==> config.mk <==
export PLATFORM = sky130hd
export DESIGN_NAME = trap_terminal_flat
export DESIGN_NICKNAME = d
export VERILOG_FILES = /design/src/trap_pkg.sv /design/src/trap_link_if.sv /design/src/trap_terminal.sv /design/src/flat_wrapper.sv
export VERILOG_INCLUDE_DIRS = /design/src
export SDC_FILE = /design/constraint.sdc
export NUM_CORES = 1
export LEC_CHECK = 0
export BUFFER_PORTS_ARGS = -buffer_cell sky130_fd_sc_hd__buf_4
export CORE_AREA = 10 10 260 262
export CTS_CLUSTER_SIZE = 20
export DETAILED_ROUTE_END_ITERATION = 8
export DIE_AREA = 0 0 270 272
export PLACE_DENSITY_LB_ADDON = 0.12
export SLEW_MARGIN = 20
export SYNTH_ARGS = -nofsm -noshare
export SYNTH_HDL_FRONTEND = slang
export SYNTH_SLANG_ARGS = --single-unit
==> constraint.sdc <==
create_clock -name pclk -period 3.03 [get_ports pclk]
set_input_delay 0 -clock pclk [delete_from_list [all_inputs] [get_ports pclk]]
set_output_delay 0 -clock pclk [all_outputs]
set_load 0.01 [all_outputs]
==> src/trap_consts.svh <==
// constants for the terminal register access port and its coupler end
`ifndef TRAP_CONSTS_SVH
`define TRAP_CONSTS_SVH

// control / status byte layout
`define TRAP_CTRL_REG_BIT     7
`define TRAP_CTRL_WR_BIT      6
`define TRAP_ADDR_MSB         5
`define TRAP_ADDR_W           6
`define TRAP_NUM_REGS         64

// register numbers
`define TRAP_REG_UNLOCK       6'h1f
`define TRAP_REG_FEATURE      6'h20
`define TRAP_REG_TYPE         6'h00
`define TRAP_FIRST_USER_REG   6'h1f

// register values
`define TRAP_UNLOCK_CODE      16'h1235
`define TRAP_LOCK_CODE        16'h0000
`define TRAP_FEATURE_RST      16'h0000
`define TRAP_TYPE_CODE        16'h5a5a

// coupler apb register offsets
`define TRAP_APB_CMD          12'h000
`define TRAP_APB_STAT         12'h004
`define TRAP_APB_RDATA        12'h008

// coupler status register fields
`define TRAP_STAT_BUSY        0
`define TRAP_STAT_DONE        1
`define TRAP_STAT_RCPT_ERR    2
`define TRAP_STAT_BYTE_LSB    8

`endif

==> src/trap_pkg.sv <==
// types shared by both ends of the terminal register access port
package trap_pkg;

   typedef logic [7:0]  trap_byte_t;
   typedef logic [15:0] trap_word_t;

   typedef enum logic {
      TRAP_IDLE,
      TRAP_WAIT
   } trap_host_e;

   typedef struct packed {
      logic              unlocked;
      logic              loaded;
      trap_word_t        feat_act;
      logic              rsp_valid;
      trap_byte_t        rsp_stat;
      trap_word_t        rsp_data;
      logic              pd_strobe;
      trap_byte_t        pd_ctrl;
      trap_word_t        pd_word;
   } trap_dev_s;

   typedef struct packed {
      trap_host_e        st;
      logic              req_valid;
      trap_byte_t        req_ctrl;
      trap_word_t        req_data;
      logic              done;
      logic              rcpt_err;
      trap_byte_t        last_stat;
      trap_word_t        rdata;
      logic              pready;
      logic              pslverr;
      logic [31:0]       prdata;
   } trap_host_s;

endpackage

==> src/trap_link_if.sv <==
// process image link between coupler end and terminal end
`timescale 1ns/100ps
interface trap_link_if;
   // coupler to terminal
   logic       req_valid;
   logic [7:0] req_ctrl;
   logic [7:0] req_hi;
   logic [7:0] req_lo;
   // terminal to coupler
   logic       rsp_valid;
   logic [7:0] rsp_stat;
   logic [7:0] rsp_hi;
   logic [7:0] rsp_lo;

   modport dev  (input req_valid, req_ctrl, req_hi, req_lo,
                 output rsp_valid, rsp_stat, rsp_hi, rsp_lo);
   modport host (output req_valid, req_ctrl, req_hi, req_lo,
                 input rsp_valid, rsp_stat, rsp_hi, rsp_lo);
endinterface

==> src/trap_terminal.sv <==
// terminal end: register set reached through the cyclic process image
// Behaviour
// - control bit 7 selects register access
// - bit 6 set writes output word
// - bit 6 clear reads, contents unchanged
// - six low control bits address register
// - write receipt is control with bit 6 cleared
// - read receipt equals the control byte
// - coupler ignores input word after writes
// - word high byte first, after control byte
// - code 0x1235 in register 31 unlocks
// - 0x0000 in register 31 relocks
// - reading register 31 returns code word
// - register 32 feature word read/write
// - output word ignored on reads
// - coupler sends value with write control
// - locked user registers except 31 read-only
// - any other code relocks
// - changes take effect after restart only; here reset also clears the stored word
`timescale 1ns/100ps
`include "trap_consts.svh"
module trap_terminal (
   // clock and reset
   input  wire logic        pclk,
   input  wire logic        presetn,
   input  wire logic        ce,
   // process image link
   trap_link_if.dev         link,
   // process data from the terminal's own function
   input  wire logic [7:0]  pd_status,
   input  wire logic [15:0] pd_in_word,
   // process data handed to the terminal's own function
   output logic             pd_strobe,
   output logic [7:0]       pd_ctrl,
   output logic [15:0]      pd_out_word,
   // register effects
   output logic [15:0]      feature_active,
   output logic             write_unlocked
);

   trap_pkg::trap_dev_s s_q;
   trap_pkg::trap_dev_s s_d;

   // user words 31..63 in flops; the words below read as constants
   trap_pkg::trap_word_t          user_q [`TRAP_FIRST_USER_REG:`TRAP_NUM_REGS-1];

   // decoded request fields
   logic                          reg_mode;
   logic                          wr_req;
   logic [`TRAP_ADDR_W-1:0]       addr;
   trap_pkg::trap_word_t          out_word;
   logic                          user_reg;
   logic                          wr_allowed;
   logic                          wr_take;
   logic                          unlock_hit;
   trap_pkg::trap_word_t          rd_word;
   trap_pkg::trap_byte_t          ans_stat;
   trap_pkg::trap_word_t          ans_word;

   assign reg_mode = link.req_ctrl[`TRAP_CTRL_REG_BIT];
   assign wr_req   = link.req_ctrl[`TRAP_CTRL_WR_BIT];
   assign addr     = link.req_ctrl[`TRAP_ADDR_MSB:0];
   assign out_word = {link.req_hi, link.req_lo};

   // registers below the user range are fixed, never writable
   assign user_reg = (addr >= `TRAP_FIRST_USER_REG);

   // register 31 stays writable so the unlock code can always be sent
   assign wr_allowed = user_reg &&
                       ((addr == `TRAP_REG_UNLOCK) || s_q.unlocked);

   // a word is stored only on an enabled edge with an allowed write
   assign wr_take = ce && link.req_valid && reg_mode && wr_req &&
                    wr_allowed;

   // only the exact code unlocks, anything else locks
   assign unlock_hit = (out_word == `TRAP_UNLOCK_CODE);

   // read mux: type code at 0, zeros up to 30, stored words above
   always_comb begin
      if (addr == `TRAP_REG_TYPE) begin
         rd_word = `TRAP_TYPE_CODE;
      end else if (!user_reg) begin
         rd_word = 16'h0000;
      end else begin
         rd_word = user_q[addr];
      end
   end

   // limitation: reset also clears the store, so a restart only ever
   // brings the reset value of the feature word into effect
   genvar gi;
   generate
      for (gi = `TRAP_FIRST_USER_REG; gi < `TRAP_NUM_REGS; gi++) begin : g_user
         localparam trap_pkg::trap_word_t rst_val =
            (6'(gi) == `TRAP_REG_FEATURE) ? `TRAP_FEATURE_RST : 16'h0000;
         logic hit;

         // word taken only when addressed and the write is allowed
         assign hit = wr_take && (addr == 6'(gi));

         always_ff @(posedge pclk or negedge presetn) begin
            if (!presetn) begin
               user_q[gi] <= rst_val;
            end else if (hit) begin
               user_q[gi] <= out_word;
            end
         end
      end
   endgenerate

   // receipt and answer word for the request now on the link;
   // the receipt never tells a refused write apart, so read back
   always_comb begin
      unique case ({reg_mode, wr_req})
         2'b11: begin
            // receipt is sent even when the write is refused
            ans_stat = link.req_ctrl & ~(8'h01 << `TRAP_CTRL_WR_BIT);
            // the word sent back after a write carries no meaning
            ans_word = rd_word;
         end
         2'b10: begin
            // output word is not looked at on a read
            ans_stat = link.req_ctrl;
            ans_word = rd_word;
         end
         default: begin
            // ordinary process data exchange, bit 6 has no meaning
            ans_stat = pd_status;
            ans_word = pd_in_word;
         end
      endcase
   end

   always_comb begin
      s_d           = s_q;
      s_d.rsp_valid = 1'b0;
      s_d.pd_strobe = 1'b0;

      // first enabled cycle after restart: the stored feature word becomes active
      if (!s_q.loaded) begin
         s_d.loaded   = 1'b1;
         s_d.feat_act = user_q[`TRAP_REG_FEATURE];
      end

      if (link.req_valid) begin
         s_d.rsp_valid = 1'b1;
         s_d.rsp_stat  = ans_stat;
         s_d.rsp_data  = ans_word;
         if (reg_mode) begin
            if (wr_req && (addr == `TRAP_REG_UNLOCK)) begin
               s_d.unlocked = unlock_hit;
            end
         end else begin
            s_d.pd_strobe = 1'b1;
            s_d.pd_ctrl   = link.req_ctrl;
            s_d.pd_word   = out_word;
         end
      end
   end

   always_ff @(posedge pclk or negedge presetn) begin
      if (!presetn) begin
         s_q          <= '0;
         s_q.feat_act <= `TRAP_FEATURE_RST;
      end else if (ce) begin
         s_q <= s_d;
      end
   end

   // link answers
   assign link.rsp_valid = s_q.rsp_valid;
   assign link.rsp_stat  = s_q.rsp_stat;
   assign link.rsp_hi    = s_q.rsp_data[15:8];
   assign link.rsp_lo    = s_q.rsp_data[7:0];

   // user side
   assign pd_strobe      = s_q.pd_strobe;
   assign pd_ctrl        = s_q.pd_ctrl;
   assign pd_out_word    = s_q.pd_word;
   assign feature_active = s_q.feat_act;
   assign write_unlocked = s_q.unlocked;

endmodule
==> src/flat_wrapper.sv <==
// flat-port wrapper written by rule: the top's interface ports become plain ports
module trap_terminal_flat 
  (pclk, presetn, ce, pd_status, pd_in_word, pd_strobe, pd_ctrl, pd_out_word, feature_active, write_unlocked, link_req_valid, link_req_ctrl, link_req_hi, link_req_lo, link_rsp_valid, link_rsp_stat, link_rsp_hi, link_rsp_lo);
  trap_link_if link_i ();
  input  wire logic pclk;
  input  wire logic presetn;
  input  wire logic ce;
  input  wire logic [7:0] pd_status;
  input  wire logic [15:0] pd_in_word;
  output logic pd_strobe;
  output logic [7:0] pd_ctrl;
  output logic [15:0] pd_out_word;
  output logic [15:0] feature_active;
  output logic write_unlocked;
  input wire logic [$bits(link_i.req_valid)-1:0] link_req_valid;
  input wire logic [$bits(link_i.req_ctrl)-1:0] link_req_ctrl;
  input wire logic [$bits(link_i.req_hi)-1:0] link_req_hi;
  input wire logic [$bits(link_i.req_lo)-1:0] link_req_lo;
  output wire logic [$bits(link_i.rsp_valid)-1:0] link_rsp_valid;
  output wire logic [$bits(link_i.rsp_stat)-1:0] link_rsp_stat;
  output wire logic [$bits(link_i.rsp_hi)-1:0] link_rsp_hi;
  output wire logic [$bits(link_i.rsp_lo)-1:0] link_rsp_lo;
  assign link_i.req_valid = link_req_valid;
  assign link_i.req_ctrl = link_req_ctrl;
  assign link_i.req_hi = link_req_hi;
  assign link_i.req_lo = link_req_lo;
  assign link_rsp_valid = link_i.rsp_valid;
  assign link_rsp_stat = link_i.rsp_stat;
  assign link_rsp_hi = link_i.rsp_hi;
  assign link_rsp_lo = link_i.rsp_lo;
  trap_terminal u_core (.pclk(pclk), .presetn(presetn), .ce(ce), .link(link_i), .pd_status(pd_status), .pd_in_word(pd_in_word), .pd_strobe(pd_strobe), .pd_ctrl(pd_ctrl), .pd_out_word(pd_out_word), .feature_active(feature_active), .write_unlocked(write_unlocked));
endmodule
==> flow_metrics.tcl, run 1 <==
set metrics [dict create \
    syn_area_sq_um 27700 \
    die_w_um 270 \
    violations "negative hold slack" \
    grt_max_degree 74 \
    hold_viol_final 1 \
    cts_max_path_buffers 3 \
    place_inst 2660 \
    ant_nets 0 \
    netlist_instances 1842 \
    ff2ff_path_depth 5 \
    cp_data_arrival_time_ns 3.00 \
    drv_cap 0 \
    drt_iter0_markers 1053 \
    io_buffers 117 \
    ys_ff_latch 595 \
    synth_edf_count 0 \
    cts_setup_buffers 0 \
    r2r_start "u_core.write_unlocked" \
    ys_async_sr_fraction 1.00 \
    layout.cells.non_filler 2824 \
    hold_path_class "input pin to asynchronous set/reset pin" \
    drc 0 \
    area_growth_pct 14.7 \
    finalWirelength_um 74800 \
    synth-compound-area-share 0.0241 \
    vdd_drop_max_mv 0.317 \
    synth_area_per_cell_sq_um 15.0 \
    synth_ff_type "dfrtp_1" \
    worst_path_most_repeated_cell "or3_1" \
    drive_above_1_share 0.510 \
    ctsHtreeMaxLevel 3 \
    antenna_found_initial 3 \
    outcome "finished with violations" \
    n_fill_cell 5293 \
    core_sq_um 62500 \
    place_congestion 0.836 \
    finalCriticalPeriod_ns 2.52 \
    synth_warnings 0 \
    placed_cell_area_sq_um 29200 \
    via_per_inst 5.67 \
    yosys.area_share.simple 0.0409 \
    setup_violations 0 \
    clk_pin_slew_ns 0.06 \
    tightest_slew_ns 1.07 \
    track_usage 0.204 \
    die_h_um 272 \
    cp.required_ns 3.50 \
    cts_buffers 67 \
    final_util 0.508 \
    clock-sinks 595 \
    fin_crit_sh 0.833 \
    clock_skew_ns 0.0244 \
    yosysMostFrequentCell "dfrtp_1" \
    first_global_vias 17110 \
    path_cells "nor2b_1, or3_1, or3_1, nor2_8, mux2_2" \
    rsz0062_at_grt "false" \
    drt-pass1-iter-count 7 \
    critPathMaxStageDelay_ns 0.65 \
    critPathLaunch "u_core.write_unlocked" \
    yosysTopAreaCell "dfrtp_1" \
    synthAdderAreaFrac 0 \
    end_kind "flop" \
    slew_viol_final 0 \
    r2r_end "u_core.user_q[252]" \
    max_freq_ghz 0.396 \
    num_vias 16013 \
    hpwlAfterDp_um 46600 \
    synth_top_family_by_area "multiplexers" \
    pin_count 119 \
    crit_end "u_core.user_q[252]" \
    layout.nets 1979 \
    fin_hold_ws_ns -0.00509 \
    synth_top_area_share 0.538 \
    synthMuxAreaShare 0.352 \
    seq_area_frac_synth 0.538 \
    design.die.area_sq_um 73400 \
    p_per_area_nw_per_um2 563 \
    grt_pass1_wl_um 114000 \
    detail_route.wl_per_cell_um 26.5 \
    ys_types 57 \
    synth-xor-area-share 0 \
    hold_buffers 44 \
    design_area_sq_um 31800 \
    fin_setup_tns_ns 0 \
    start_util 0.443 \
    clk_root_buffer_cell "clkbuf_16" \
    r2r_slack_ns 0.51 \
    slew_headroom 0.267 \
    crit_path_start_kind "flop" \
    grt_overflow 0 \
    syn_nets 1894 \
    path_class "flop to flop" \
    ys_top_cells_by_area "dfrtp_1 54%, mux2_2 22%, mux4_2 9.4%, mux2i_1 2.6%, buf_4 1.9%" \
    ys_top_cells_by_count "595 x dfrtp_1, 549 x mux2_2, 116 x mux4_2" \
    cts_resized 0 \
    slowest_stage "or3_1" \
    cts_tree "done" \
    clk_latency_ns 0.60 \
    p_leak_nw 15.3 \
    placementRows 92 \
    cp_max_fo 16 \
]
[layer usage]
layer  vias to the layer above  routed length, um  GRT usage
met2                       417              34200      0.313
li1                       6875                  -          -
met1                      8630              34300      0.286
met4                         0               2070     0.0698
met5                         -                  0          0
met3                        91               4180     0.0407
[cells by family after synthesis]
| logic type | Yosys count |
|---|---|
| AOI/OAI and AO/OA | 100 |
| buffers and inverters | 224 |
| DFF | 595 |
| muxes | 753 |
| other | 1 |
| and+or+nand+nor | 169 |
[critical path, delay by kind of cell, from the launching register on]
family | cells | cell delay [ns]
flip-flops | 1 | 0.38
multiplexers | 1 | 0.38
AND/OR/NAND/NOR | 4 | 1.63
[layout make-up]
class                   count  area [sq um]  share of cell area
clock inverters            12          91.3             0.00288
diodes                      2          5.00            0.000158
multi-input cells        1023         11500               0.363
repair buffers            236          2100              0.0661
flip-flops and latches    595         14900               0.469
well taps                 846          1060              0.0333
clock buffers             106          2060              0.0648
inverters                   4          15.0            0.000473
[where the power goes]
part | internal, mW | switching [mW] | total, mW
registers | 8.24 | 0.161 | 8.40
logic | 0.671 | 0.845 | 1.52
clock network | 4.73 | 3.24 | 7.97
[registers in the layout, summed over array words and instances (netlist names)]
name                   count
u_core.pd_strobe           1
u_core.pd_ctrl             7
u_core.user_q            528
u_core.link.rsp_valid      1
u_core.link.rsp_stat       8
u_core.write_unlocked      1
u_core.link.rsp_lo         8
u_core.pd_out_word        16
u_core.feature_active     16
u_core.link.rsp_hi         8
u_core.s_q                 1
[stage by stage]
step | setup slack [ns] | hold WS (ns) | power, mW
after CTS | 0.510 | 0.00786 | 18.1
final | 0.506 | -0.00509 | 17.9
after global routing | 0.414 | 0.0230 | 18.6
after detailed placement | 0.104 | 0.0423 | 10.0
after global placement | 0.123 | 0.0456 | 9.98
after floorplan | 0.789 | -0.296 | 9.37
[layout by cell type (no fill, tap or decap), types with 10 or more instances in the layout]
master / n
buf_12: 16
mux2_2: 549
nor2b_1: 17
mux4_2: 116
dlygate4sd3_1: 44
clkbuf_16: 71
clkbuf_1: 20
a21oi_1: 16
o21ai_0: 22
mux2i_1: 71
nor2_2: 16
a22oi_1: 16
o22ai_1: 16
dfrtp_1: 595
nand2_1: 33
nor3_1: 13
mux2_4: 10
clkbuf_8: 15
nor2_1: 27
buf_4: 173
[worst min path at each step]
stage	from	to	slack, ns	cells past startpoint
after floorplan	presetn	u_core.feature_active[0]	-0.30	0
after global placement	presetn	u_core.user_q[496]	0.05	1
after detailed placement	presetn	u_core.user_q[480]	0.04	1
after CTS	presetn	u_core.feature_active[0]	0.008	2
after global routing	link_req_hi[3]	u_core.user_q[347]	0.02	2
final	presetn	u_core.user_q[480]	-0.005	2
Power figures use the tool's default switching activity.
==> run 2: changes to the inputs <==
Clock period 3.03 ns to 2.35 ns, I/O delays scaled along.
==> flow_metrics.tcl, run 2 (same netlist as run 1, synthesis figures left out) <==
set metrics [dict create \
    die_h_um 272 \
    die_w_um 270 \
    pre_cts_ws_ns -0.205 \
    path_buf_inv 0 \
    area_growth_pct 17.6 \
    layout_common_cells "595 x dfrtp_1, 549 x mux2_2, 190 x buf_4" \
    clk_latency_ns 0.59 \
    p_leak_nw 15.6 \
    hpwlAfterDp_um 47600 \
    diodes 0 \
    drt_iter0_markers 1053 \
    path_cells "mux4_2, a22oi_1, a21oi_1, a2111oi_1, nor3_1" \
    worstHoldPathCells 2 \
    grt_max_degree 76 \
    timing.final.ws_setup_ns 0.0786 \
    n_fill_cell 5233 \
    hold_path_class "input pin to flop" \
    num_vias 16079 \
    vdd_drop_max_mv 0.410 \
    design.die.area_sq_um 73400 \
    clk_root_buffer_cell "clkbuf_16" \
    track_usage 0.204 \
    finalWirelength_um 74500 \
    first_global_vias 17123 \
    outcome "finished clean" \
    slew_headroom 0.505 \
    max_freq_ghz 0.440 \
    swShare 0.234 \
    ant_nets 0 \
    rsz0062_at_grt "false" \
    combPwrFrac 0.086 \
    p_per_area_nw_per_um2 706 \
    placementRows 92 \
    clk_pin_slew_ns 0.06 \
    final_common_cell "dfrtp_1" \
    routedLengthMet1_um 34200 \
    antenna_found_initial 5 \
    end_kind "flop" \
    largest_reg_flops 528 \
    fin_crit_sh 0.967 \
    crit_path_start_kind "flop" \
    wl_met2_um 34200 \
    r2r_slack_ns 0.08 \
    ctsHtreeMaxLevel 3 \
    fin_hold_ws_ns 0.0320 \
    cp.required_ns 2.79 \
    drv_cap 0 \
    hold_viol_final 0 \
    cp_max_fo 2 \
    drc 0 \
    grt_pass1_wl_um 113000 \
    setup_violations 0 \
    clock-sinks 595 \
    drive_above_1_share 0.525 \
    slew_viol_final 0 \
    cts_max_path_buffers 3 \
    r2r_start "u_core.user_q[260]" \
    p_int_mw 17.6 \
    core_sq_um 62500 \
    hold_end "u_core.user_q[39]" \
    layout.nets 2027 \
    critPathMaxStageDelay_ns 0.62 \
    crit_family "compound AO/OA/AOI/OAI gates" \
    cts_buffers 66 \
    slowest_stage "a2111oi_1" \
    via_per_inst 5.61 \
    grt_overflow 0 \
    ff2ff_path_depth 5 \
    hp-start "link_req_lo[7]" \
    regMostFlops "u_core.user_q" \
    route.met3.wl_um 3910 \
    drt-pass1-iter-count 8 \
    tightest_slew_ns 0.741 \
    pin_count 119 \
    seqPwrFrac 0.471 \
    r2r_end "u_core.link.rsp_lo[4]" \
    io_buffers 117 \
    place_congestion 0.877 \
    detail_route.wl_per_cell_um 26.0 \
    start_util 0.443 \
    finalCriticalPeriod_ns 2.27 \
    path_class "flop to flop" \
    cp_data_arrival_time_ns 2.71 \
    clock_skew_ns 0.0156 \
    top_layer_used "met5" \
    clkPwrFrac 0.443 \
    cts_tree "done" \
    p_switching_mw 5.37 \
]
[run 2: cell count changes in the layout (fill, tap and decap cells not counted), moves of 2 or more]
cell	delta
a2111oi_0	-2
clkinv_2	-4
clkbuf_1	-4
diode_2	-2
dlygate4sd3_1	-3
buf_4	+17
buf_12	+35
a2111oi_1	+2
[run 2: power groups by stage]
stage	sequential, mW	clock [mW]	combinational [mW]
after floorplan	10.9	0	1.15
after global placement	11.0	0	1.92
after detailed placement	11.0	0	1.95
after CTS	10.8	10.4	2.02
after global routing	10.9	10.9	2.15
final	10.8	10.2	1.99
[run 2: final cells by class]
cell class | instances | area, sq um | area share
multi-input cells | 1023 | 11600 | 0.355
clock inverters | 8 | 72.6 | 0.00223
clock buffers | 103 | 2060 | 0.0632
well taps | 846 | 1060 | 0.0325
repair buffers | 285 | 2900 | 0.0891
inverters | 4 | 15.0 | 0.000461
flip-flops and latches | 595 | 14900 | 0.457
[run 2: timing repair]
action	4_1_cts	5_1_grt
hold endpoints to repair	706	0
setup endpoints to repair	2	74
pin swaps	0	2
hold buffers	42	0
buffers inserted	0	1
resized for setup	2	3
[run 2: worst reg2reg max path, delay by kind of cell, from the launching register on]
| kind | cells | cell delay [ns] |
|---|---|---|
| simple gates | 1 | 0.09 |
| mux | 1 | 0.47 |
| flops | 1 | 0.37 |
| compound gates | 3 | 1.20 |
[run 2: worst max-delay path by stage]
stage                                     start                    end  slack, ns  cells past startpoint
after global routing         u_core.user_q[260]  u_core.link.rsp_lo[4]       0.04                      5
after global placement         link_req_ctrl[0]  u_core.link.rsp_lo[4]      -0.17                      7
after floorplan           u_core.write_unlocked      u_core.user_q[70]       0.11                      8
final                        u_core.user_q[260]  u_core.link.rsp_lo[4]       0.08                      5
after detailed placement       link_req_ctrl[0]  u_core.link.rsp_lo[4]      -0.20                      7
after CTS                 u_core.write_unlocked     u_core.user_q[105]       0.03                      6
[run 2: through the flow]
stage	TNS, ns	util	power (mW)	std cells	cell area (sq um)
after global routing	0	0.521	23.9	2864	32600
after CTS	0	0.520	23.3	2863	32500
after detailed placement	-0.307	0.479	12.9	2710	30000
after global placement	-0.267	0.479	12.9	2710	30000
after floorplan	0	-	12.1	1842	27700
final	0	0.521	23.0	2864	32600
[run 2: per-layer routing]
metal,track usage,vias up
met1,0.285,8632
met4,0.0704,2
li1,-,6959
met3,0.0377,104
met2,0.315,382
met5,0,-
